**config.mk**
```make
export PLATFORM = sky130hd
export DESIGN_NAME = cpi_top
export DESIGN_NICKNAME = d
export VERILOG_FILES = /design/src/cpi_pkg.sv /design/src/cpi_swap.sv /design/src/cpi_top.sv
export VERILOG_INCLUDE_DIRS = /design/src
export SDC_FILE = /design/constraint.sdc
export NUM_CORES = 1
export LEC_CHECK = 0
export BUFFER_PORTS_ARGS = -buffer_cell sky130_fd_sc_hd__buf_4
export CAP_MARGIN = 25
export CORE_MARGIN = 4
export CORE_UTILIZATION = 30
export CTS_CLUSTER_SIZE = 10
export DETAILED_ROUTE_END_ITERATION = 8
export HOLD_SLACK_MARGIN = 0.1
export PLACE_DENSITY_LB_ADDON = 0.2
export SETUP_SLACK_MARGIN = 0.5
export SYNTH_ARGS = -nofsm -noshare
export SYNTH_HDL_FRONTEND = slang
export SYNTH_SLANG_ARGS = --single-unit
```
**constraint.sdc**
```tcl
create_clock -name pclk -period 2.3 [get_ports pclk]
set_input_delay 0.115 -clock pclk [delete_from_list [all_inputs] [get_ports pclk]]
set_output_delay 0.115 -clock pclk [all_outputs]
set_load 0.01 [all_outputs]
```
**src/cpi_regs.svh**
```systemverilog
`ifndef CPI_REGS_SVH
`define CPI_REGS_SVH
// register byte addresses
`define CPI_ADDR_CTRL 12'h000
`define CPI_ADDR_ORDER 12'h004
`define CPI_ADDR_ALSTAT 12'h008
`define CPI_ADDR_ALCODE 12'h00C
`define CPI_ADDR_HDR01 12'h010
`define CPI_ADDR_HDR23 12'h014
`define CPI_ADDR_ERRIN 12'h018
// field positions
`define CPI_ORD16_BIT 0
`define CPI_ORD32_BIT 1
`define CPI_ORD64_BIT 2
`define CPI_ALSTAT_ERR_BIT 4
`define CPI_CTRL_ACK_BIT 0
`define CPI_CTRL_STORE_BIT 1
// reset values
`define CPI_ORDER_RST 3'h7
// status codes
`define CPI_CODE_NONE 16'h0000
`define CPI_CODE_BADTRANS 16'h0011
`define CPI_CODE_UNKSTATE 16'h0012
`define CPI_CODE_MBXCFG 16'h0016
`define CPI_CODE_WDOG 16'h001B
`define CPI_CODE_OUTCFG 16'h001D
`define CPI_CODE_INCFG 16'h001E
// header layout
`define CPI_HDR_BYTES 4'h8
`endif

```
**src/cpi_pkg.sv**
```systemverilog
package cpi_pkg;
  typedef enum logic [2:0] {
    CPI_ERR_BADTRANS = 3'h0,
    CPI_ERR_UNKSTATE = 3'h1,
    CPI_ERR_MBXCFG = 3'h2,
    CPI_ERR_WDOG = 3'h3,
    CPI_ERR_OUTCFG = 3'h4,
    CPI_ERR_INCFG = 3'h5
  } cpi_err_t;
  typedef enum logic [1:0] {
    CPI_W8 = 2'h0,
    CPI_W16 = 2'h1,
    CPI_W32 = 2'h2,
    CPI_W64 = 2'h3
  } cpi_width_t;
endpackage : cpi_pkg

```
**src/cpi_swap.sv**
```systemverilog
`timescale 1ns/1ps
`include "cpi_regs.svh"
module cpi_swap
(
  // data item
  input wire logic [63:0] din,
  input wire logic [1:0] width,
  // byte-order settings, 1 = little endian
  input wire logic [2:0] order,
  // result
  output logic [63:0] dout
);
  // ---------------------------------------------
  // byte reversal within the item width
  // ---------------------------------------------
  function automatic logic [63:0] cpi_rev(input logic [63:0] d,
    input logic [3:0] n);
    logic [63:0] r;
    r = d;
    for (int i = 0; i < 8; i++)
      if (i < n)
        r[i*8 +: 8] = d[(n - 1 - i)*8 +: 8];
    return r;
  endfunction : cpi_rev

  wire sel16 = (width == cpi_pkg::CPI_W16) & order[`CPI_ORD16_BIT];
  wire sel32 = (width == cpi_pkg::CPI_W32) & order[`CPI_ORD32_BIT];
  wire sel64 = (width == cpi_pkg::CPI_W64) & order[`CPI_ORD64_BIT];
  // local bus is big endian; swap only when little endian chosen
  assign dout = sel16 ? cpi_rev(din, 4'h2) :
                sel32 ? cpi_rev(din, 4'h4) :
                sel64 ? cpi_rev(din, 4'h8) : din;
endmodule : cpi_swap

```
**src/cpi_top.sv**
```systemverilog
`timescale 1ns/1ps
`include "cpi_regs.svh"
module cpi_top
(
  // clock and reset
  input wire logic pclk,
  input wire logic presetn,
  // apb slave
  input wire logic psel,
  input wire logic penable,
  input wire logic pwrite,
  input wire logic [11:0] paddr,
  input wire logic [31:0] pwdata,
  output logic [31:0] prdata,
  output logic pready,
  output logic pslverr,
  // diagnostic sources
  input wire logic new_diag_msg,
  input wire logic [15:0] bus_diag_status,
  input wire logic [15:0] mod_error_code,
  input wire logic [15:0] mod_error_pos,
  // state machine error events, one-cycle pulses
  input wire logic [5:0] sm_err_event,
  // retained order storage
  input wire logic nv_valid,
  input wire logic [2:0] nv_order,
  output logic nv_wr,
  output logic [2:0] nv_wdata,
  // module data item stream from local bus
  input wire logic mod_valid,
  input wire logic [63:0] mod_data,
  input wire logic [1:0] mod_width,
  // input process image byte stream
  input wire logic img_start,
  output logic img_valid,
  output logic [7:0] img_byte,
  output logic img_hdr,
  // swapped item out
  output logic item_valid,
  output logic [63:0] item_data
);
  // ---------------------------------------------
  // header snapshot
  // ---------------------------------------------
  logic [63:0] hdr_ff;
  // all words taken in one cycle, but refreshed every cycle, so the eight played-out bytes can mix epochs
  wire [63:0] nxt_hdr = {mod_error_pos, mod_error_code,
    bus_diag_status, 15'h0000, new_diag_msg};
  always_ff @(posedge pclk or negedge presetn)
    if (!presetn)
      hdr_ff <= 64'h0000000000000000;
    else
      hdr_ff <= nxt_hdr;

  // ---------------------------------------------
  // image byte sequencer
  // ---------------------------------------------
  logic [3:0] idx_ff;
  logic hdr_run_ff;
  logic [7:0] byte_ff;
  logic bval_ff;
  wire hdr_active = hdr_run_ff & (idx_ff < `CPI_HDR_BYTES);
  wire [3:0] nxt_idx = img_start ? 4'h0 : (idx_ff + 4'h1);
  always_ff @(posedge pclk or negedge presetn)
    if (!presetn)
    begin
      idx_ff <= 4'h0;
      hdr_run_ff <= 1'b0;
    end
    else if (img_start | hdr_active)
    begin
      idx_ff <= nxt_idx;
      hdr_run_ff <= img_start | (idx_ff != (`CPI_HDR_BYTES - 4'h1));
    end

  // ---------------------------------------------
  // byte order and module data
  // ---------------------------------------------
  logic [2:0] order_ff;
  logic [63:0] swapped;
  cpi_swap u_swap
  (
    .din(mod_data),
    .width(mod_width),
    .order(order_ff),
    .dout(swapped)
  );
  always_ff @(posedge pclk or negedge presetn)
    if (!presetn)
    begin
      item_valid <= 1'b0;
      item_data <= 64'h0000000000000000;
    end
    else
    begin
      // module items dropped, not delayed, while header plays out
      item_valid <= mod_valid & ~hdr_active;
      item_data <= swapped;
    end

  wire [7:0] hdr_byte = hdr_ff[idx_ff[2:0]*8 +: 8];
  always_ff @(posedge pclk or negedge presetn)
    if (!presetn)
    begin
      byte_ff <= 8'h00;
      bval_ff <= 1'b0;
    end
    else
    begin
      byte_ff <= hdr_byte;
      bval_ff <= hdr_active;
    end
  assign img_valid = bval_ff;
  assign img_byte = byte_ff;
  assign img_hdr = bval_ff;

  // ---------------------------------------------
  // apb decode
  // ---------------------------------------------
  wire wr_en = psel & penable & pwrite;
  wire rd_en = psel & penable & ~pwrite;
  wire hit_ctrl = paddr == `CPI_ADDR_CTRL;
  wire hit_order = paddr == `CPI_ADDR_ORDER;
  wire hit_stat = paddr == `CPI_ADDR_ALSTAT;
  wire hit_code = paddr == `CPI_ADDR_ALCODE;
  wire hit_h01 = paddr == `CPI_ADDR_HDR01;
  wire hit_h23 = paddr == `CPI_ADDR_HDR23;
  wire hit_ein = paddr == `CPI_ADDR_ERRIN;
  wire mapped = hit_ctrl | hit_order | hit_stat | hit_code | hit_h01 |
    hit_h23 | hit_ein;
  assign pready = 1'b1;
  assign pslverr = psel & penable & ~mapped;

  // ---------------------------------------------
  // retained order settings
  // ---------------------------------------------
  logic loaded_ff;
  logic nvwr_ff;
  wire ord_wr = wr_en & hit_order;
  always_ff @(posedge pclk or negedge presetn)
    if (!presetn)
    begin
      order_ff <= `CPI_ORDER_RST;
      loaded_ff <= 1'b0;
    end
    else if (ord_wr)
    begin
      order_ff <= pwdata[2:0];
      loaded_ff <= 1'b1;
    end
    else if (!loaded_ff)
    begin
      // take stored setting after reset release, else keep default
      if (nv_valid)
        order_ff <= nv_order;
      loaded_ff <= 1'b1;
    end
  always_ff @(posedge pclk or negedge presetn)
    if (!presetn)
      nvwr_ff <= 1'b0;
    else
      nvwr_ff <= ord_wr;
  assign nv_wr = nvwr_ff;
  assign nv_wdata = order_ff;

  // ---------------------------------------------
  // application-layer status and code
  // ---------------------------------------------
  function automatic logic [15:0] cpi_code(input logic [5:0] ev);
    logic [15:0] c;
    c = `CPI_CODE_NONE;
    if (ev[cpi_pkg::CPI_ERR_INCFG]) c = `CPI_CODE_INCFG;
    if (ev[cpi_pkg::CPI_ERR_OUTCFG]) c = `CPI_CODE_OUTCFG;
    if (ev[cpi_pkg::CPI_ERR_WDOG]) c = `CPI_CODE_WDOG;
    if (ev[cpi_pkg::CPI_ERR_MBXCFG]) c = `CPI_CODE_MBXCFG;
    if (ev[cpi_pkg::CPI_ERR_UNKSTATE]) c = `CPI_CODE_UNKSTATE;
    if (ev[cpi_pkg::CPI_ERR_BADTRANS]) c = `CPI_CODE_BADTRANS;
    return c;
  endfunction : cpi_code

  logic err_ff;
  logic [15:0] code_ff;
  wire any_err = |sm_err_event;
  wire ack = wr_en & hit_ctrl & pwdata[`CPI_CTRL_ACK_BIT];
  always_ff @(posedge pclk or negedge presetn)
    if (!presetn)
    begin
      err_ff <= 1'b0;
      code_ff <= `CPI_CODE_NONE;
    end
    else if (any_err)
    begin
      // a new error wins over a same-cycle acknowledge
      err_ff <= 1'b1;
      code_ff <= cpi_code(sm_err_event);
    end
    else if (ack)
    begin
      err_ff <= 1'b0;
      code_ff <= `CPI_CODE_NONE;
    end

  // ---------------------------------------------
  // read mux
  // ---------------------------------------------
  wire [31:0] rd_stat = {27'h0000000, err_ff, 4'h0};
  wire [31:0] rd_mux =
    hit_order ? {29'h00000000, order_ff} :
    hit_stat ? rd_stat :
    hit_code ? {16'h0000, code_ff} :
    hit_h01 ? hdr_ff[31:0] :
    hit_h23 ? hdr_ff[63:32] :
    hit_ein ? {26'h0000000, sm_err_event} : 32'h00000000;
  assign prdata = rd_en ? rd_mux : 32'h00000000;
endmodule : cpi_top

```
---- Word level (Yosys, flattened, before mapping) ----
Cells that the tools add are included.
Widths: inputs -> output; s select.
operators by class
  order comparisons ....................... 1
  multiply operators ...................... 0
  div/mod/pow operators ................... 0
  bitwise operators ....................... 23
  eq/ne operators ......................... 11
  add/subtract/negate cells ............... 1
  multiplexer cells ....................... 24
  shift operators ......................... 1
  reductions and logical operators ........ 5
operators by type and width
  kind                 number
  $mux 32              6
  $mux 64              3
  $mux 16              4
  $shiftx 64x7->8      1
  $eq 12x5->1 const B  3
  $eq 12x4->1 const B  2
  $mux 5               4
  $and 1x1->1          12
  $eq 12x3->1 const B  1
  $logic_not 12->1     1
  $mux 3               3
  $or 1x1->1           8
  $mux 6               1
  $reduce_or 6->1      1
  $add 4x1->4 const B  1
  $eq 2x2->1 const B   2
  $lt 4x4->1 const B   1
  $mux 4               1
  $ne 4x3->1 const B   1
  $reduce_bool 2->1    2
  $not 1->1            3
  $eq 2x1->1 const B   1
  $mux 1               2
  $ne 2x1->1 const B   1
  $reduce_and 2->1     1
word-level totals
  memory bits (writable) .................. 0
  memories kept ........................... 0
  register bits ........................... 150
  latch bits .............................. 0
  word-level logic and storage cells ...... 78
  ROM bits ................................ 0

---- Depth between registers and ports, before layout ----
  depth in word-level cells ............... 9
  gate-level depth with buffers ........... 6

---- By module ----
A second synthesis with hierarchy kept.
second synthesis, totals
  cell total of the unflattened synthesis .. 555
  area, all modules ....................... 6,402.4 µm²
by module, submodules not included
  module    cells an instance  sequential area each (µm²)  times used  area an instance (µm²)
  cpi_top   331                3,482.1                     1           4,843.4
  cpi_swap  224                0.0                         1           1,559.0

---- Worst setup path before layout ----
Ideal clock, no wire load.
  path type ............................... in2out
  start point ............................. in paddr[9]
  end point ............................... out prdata[4]
  arrival ................................. 1,749 ps
  stages .................................. 5
  slack ................................... 436 ps
  required time ........................... 2,185 ps
  path through ............................ or4_4 buf_6 nor4_4 nand3_1 a311oi_1
between the ends
  cells in the longest elaborated chain, start to end .. 8
ends and longest elaborated chain
  what                          line            text
  start, declared               cpi_top.sv:12   input wire logic [11:0] paddr,
  $eq 12x5->1 (no source line)  --
  $mux 6                        cpi_top.sv:213  hit_ein ? {26'h0000000, sm_err_event} : 32'h00000000;
  $mux 32                       cpi_top.sv:212  hit_h23 ? hdr_ff[63:32] :
  $mux 32                       cpi_top.sv:211  hit_h01 ? hdr_ff[31:0] :
  $mux 32                       cpi_top.sv:210  hit_code ? {16'h0000, code_ff} :
  $mux 32                       cpi_top.sv:209  hit_stat ? rd_stat :
  $mux 32 *                     cpi_top.sv:208  hit_order ? {29'h00000000, order_ff} :
  $mux 32 *                     cpi_top.sv:214  assign prdata = rd_en ? rd_mux : 32'h00000000;
  end, declared                 cpi_top.sv:14   output logic [31:0] prdata,
Mark *: on every way between the ends. The rest lies on a longest branch, timed or not.

---- Worst setup path after layout ----
  start point ............................. in paddr[9]
  end point ............................... out prdata[5]
Same word-level chain as after synthesis.

==> impl_metrics.ini <==
[run_status]
status = completed

[placed_design]
dp_slack_ns = 0.206
io_buffers = 258
dp_hpwl_um = 14300
dpl_cell_area_mm2 = 0.00841
gp_congestion = 0.852

[route]
routedWlPerCell_um = 18.0
vias = 5709
routed_via_density = 4.78
ant_nets = 0
finalWirelength_um = 21500
first_iter_violations = 179
post-route-drc-count = 0
firstDrtPassIters = 5

[synth]
ys_ff_latch = 139
ys.flop_type = dfrtp_1
yosys.area.top_type = dfrtp_1
syn_avg_cell_area_um2 = 12.0
yosysSeqAreaShare_pct = 56.9
synth-async-reset-ratio_pct = 100
ys_types = 56
synth_cells = 509
synth_edf_count = 0
ys_warn_count = 0
synth_top_area_share_pct = 55.6
syn_area_mm2 = 0.00612
yosys-top-cells-area = dfrtp_1, mux2i_1, mux2_2

[pwr]
p_leak_nw = 5.03
power_mw = 6.88
ir_drop_mv = 0.403
powerDensity_mw_per_mm2 = 645

[cells_and_area]
drive_gt1_share_pct = 43.4
final_area_mm2 = 0.0107
synthToLayoutAreaGrowth_pct = 74.3
num-fill-cells = 1676
nNetsFinal = 1093

[floorplan]
die_x_um = 151
die_y_um = 151
die_area_mm2 = 0.0227
start_util_pct = 30.9
io-pin-count = 289
num_rows = 51
core_area_mm2 = 0.0198

[timing]
setup_viol = 0
period_needed_ns = 1.91
holdWs_ns = 0.191
maxSlewHeadroom_pct = 58.7
layout_setup_ws_ns = 0.390
hold_viol = 0
clock.fmax_mhz = 524
tns_ns = 0
finClkSkew_ns = 0.00690
rsz0062_at_grt = true
final.period_utilization_pct = 83.0
drv_slew = 0
tightest_slew_ns = 0.619

[worst_setup_path]
critPathLaunchType = input pin
arrival_ns = 1.79
cp.required_ns = 2.18
critPathKind = input pin to primary output
end_kind = primary output
path_max_fanout = 5

[grt]
grt_usage_pct = 18.3
grt_max_degree = 69
use_met1_pct = 20.7
antenna_found_initial = 0
grtUsageMet2_pct = 31.6
grt_pass1_vias = 6212
use_met3_pct = 7.54
busiest_layer = met2
gr-total-overflow = 0
grt_pass1_wl_um = 32500

[clock_tree]
cts_max_level = 4
cts.clk_slew.worst_paths_ns = 0.06
clock_latency_ns = 0.41
cts.sinks = 139
cts-root-buf = clkbuf_16
cts_tree = built
cts_buffers = 17
clk_path_buf_depth = 2

[min_path]
min_path_type = input pin to flip-flop

[job]
cap_violations = 0
sequential cells by signal, indices dropped and copies added (netlist names), 3 cells and up:
signal / flops
idx_ff: 4
item_data: 64
hdr_ff: 49
code_ff: 5
img_byte: 8
nv_wdata: 3
power breakdown:
group	leakage (nW)	switching, mW	internal [mW]
Clock	0.281	1.11	1.72
Sequential	1.63	0.101	2.65
Combinational	3.12	0.571	0.731
Total	5.03	1.78	5.10
through the flow:
step                      util (%)  std cells
final                         53.9       1195
after global routing          53.9       1194
after CTS                     53.2       1186
after detailed placement      42.5       1014
after global placement        42.5       1014
after floorplan                  -        510
area by class of cell:
type / instances / area (um^2) / area share (%)
repair buffers: 419 / 3600 / 33.8
flip-flops and latches: 139 / 3480 / 32.6
multi-input cells: 332 / 2620 / 24.6
clock buffers: 19 / 433 / 4.06
well taps: 265 / 332 / 3.11
clock inverters: 13 / 165 / 1.55
inverters: 7 / 26.3 / 0.246
diodes: 1 / 2.50 / 0.0235
path summary, 6_finish.rpt:
kind | startpoint | end | slack, ns | cells after the start
max | paddr[9] | prdata[5] | 0.39 | 7
min | sm_err_event[4] | code_ff[0] | 0.19 | 4
max reg2reg | nv_wdata[1] | item_data[6] | 0.60 | 6
min reg2reg | code_ff[4] | code_ff[4] | 0.48 | 1
max in group asynchronous | presetn | item_data[13] | 1.34 | 3
min in group asynchronous | presetn | code_ff[2] | 0.23 | 2
logic make-up (layout without fill, tap and decap cells):
family / after synthesis / after routing / share of synthesized area [%]
buffers and inverters: 40 / 458 / 2.84
AND/OR/NAND/NOR: 120 / 121 / 11.1
AO/OA/AOI/OAI: 121 / 121 / 12.5
flip-flops: 139 / 139 / 56.9
adder cells (fa/ha/maj): 1 / 1 / 0.204
other: 1 / 3 / 0.0613
multiplexers: 83 / 83 / 15.9
XOR/XNOR: 4 / 4 / 0.573
worst max-delay path, stage by stage:
cell      delay, ns
buf_6          0.09
or4_4          0.59
buf_6          0.15
nor3_4         0.29
a32oi_2        0.18
a211oi_2       0.23
buf_4          0.15
repair_timing:
item | 4_1_cts | 5_1_grt
cloned | 3 | 1
pin swaps | 19 | 13
hold endpoints to repair | 179 | 0
endpoints found under the setup margin | 33 | 33
gates resized for setup | 39 | 20
hold buffers | 129 | 0
buffers inserted | 8 | 7
synth_stat cells, types with 2 or more instances:
| library cell | instances |
|---|---|
| buf_2 | 4 |
| or4b_1 | 3 |
| nor2_1 | 45 |
| mux4_2 | 8 |
| nand3b_1 | 2 |
| dfrtp_1 | 136 |
| buf_4 | 3 |
| nand2_1 | 16 |
| inv_1 | 7 |
| dfstp_2 | 3 |
| o22ai_1 | 2 |
| a22oi_1 | 15 |
| or4_1 | 2 |
| nand4_1 | 3 |
| buf_1 | 10 |
| a41oi_1 | 2 |
| or2_2 | 3 |
| a21o_1 | 18 |
| o21ai_0 | 27 |
| xor2_1 | 2 |
| mux2_2 | 32 |
| nor3_1 | 8 |
| clkbuf_1 | 15 |
| a21oi_1 | 37 |
| a32oi_1 | 4 |
| mux2i_1 | 43 |
| nand3_1 | 6 |
| a31oi_1 | 3 |
| nor4_4 | 2 |
| nand2b_1 | 4 |
| and2_1 | 11 |
| xnor2_1 | 2 |
| a31o_2 | 2 |
| nor2b_1 | 7 |
layer usage:
metal  share of wire (%)  wire, um
met5                   0         0
met4                 1.7       361
met3                 9.6      2070
met2                  51     10900
met1                  38      8180
cell usage in the layout (no fill, tap or decap), drive strengths merged, types with 2 or more instances in the layout:
cell / synthesis / routed
o22ai: 2 / 2
or4b: 3 / 3
dfrtp: 136 / 136
a21o: 19 / 19
mux2: 32 / 32
mux4: 8 / 8
or2: 3 / 3
clkinvlp: 0 / 4
bufinv: 0 / 3
conb: 1 / 2
xor2: 2 / 2
mux2i: 43 / 43
xnor2: 2 / 2
clkbuf: 15 / 19
and2: 11 / 11
nand2: 16 / 16
dfstp: 3 / 3
or4: 3 / 4
o21ai: 27 / 27
a21oi: 37 / 37
nor4: 3 / 3
inv: 7 / 11
dlygate4sd3: 0 / 129
a31oi: 3 / 3
nand4: 4 / 4
clkinv: 0 / 2
nand2b: 4 / 4
nor3: 9 / 9
a41oi: 2 / 2
a22oi: 15 / 15
buf: 18 / 290
nand3b: 2 / 2
nand3: 6 / 6
a32oi: 4 / 4
nor2b: 7 / 7
a31o: 2 / 2
nor2: 45 / 45
Note: power is estimated with default switching activity, not from simulation.
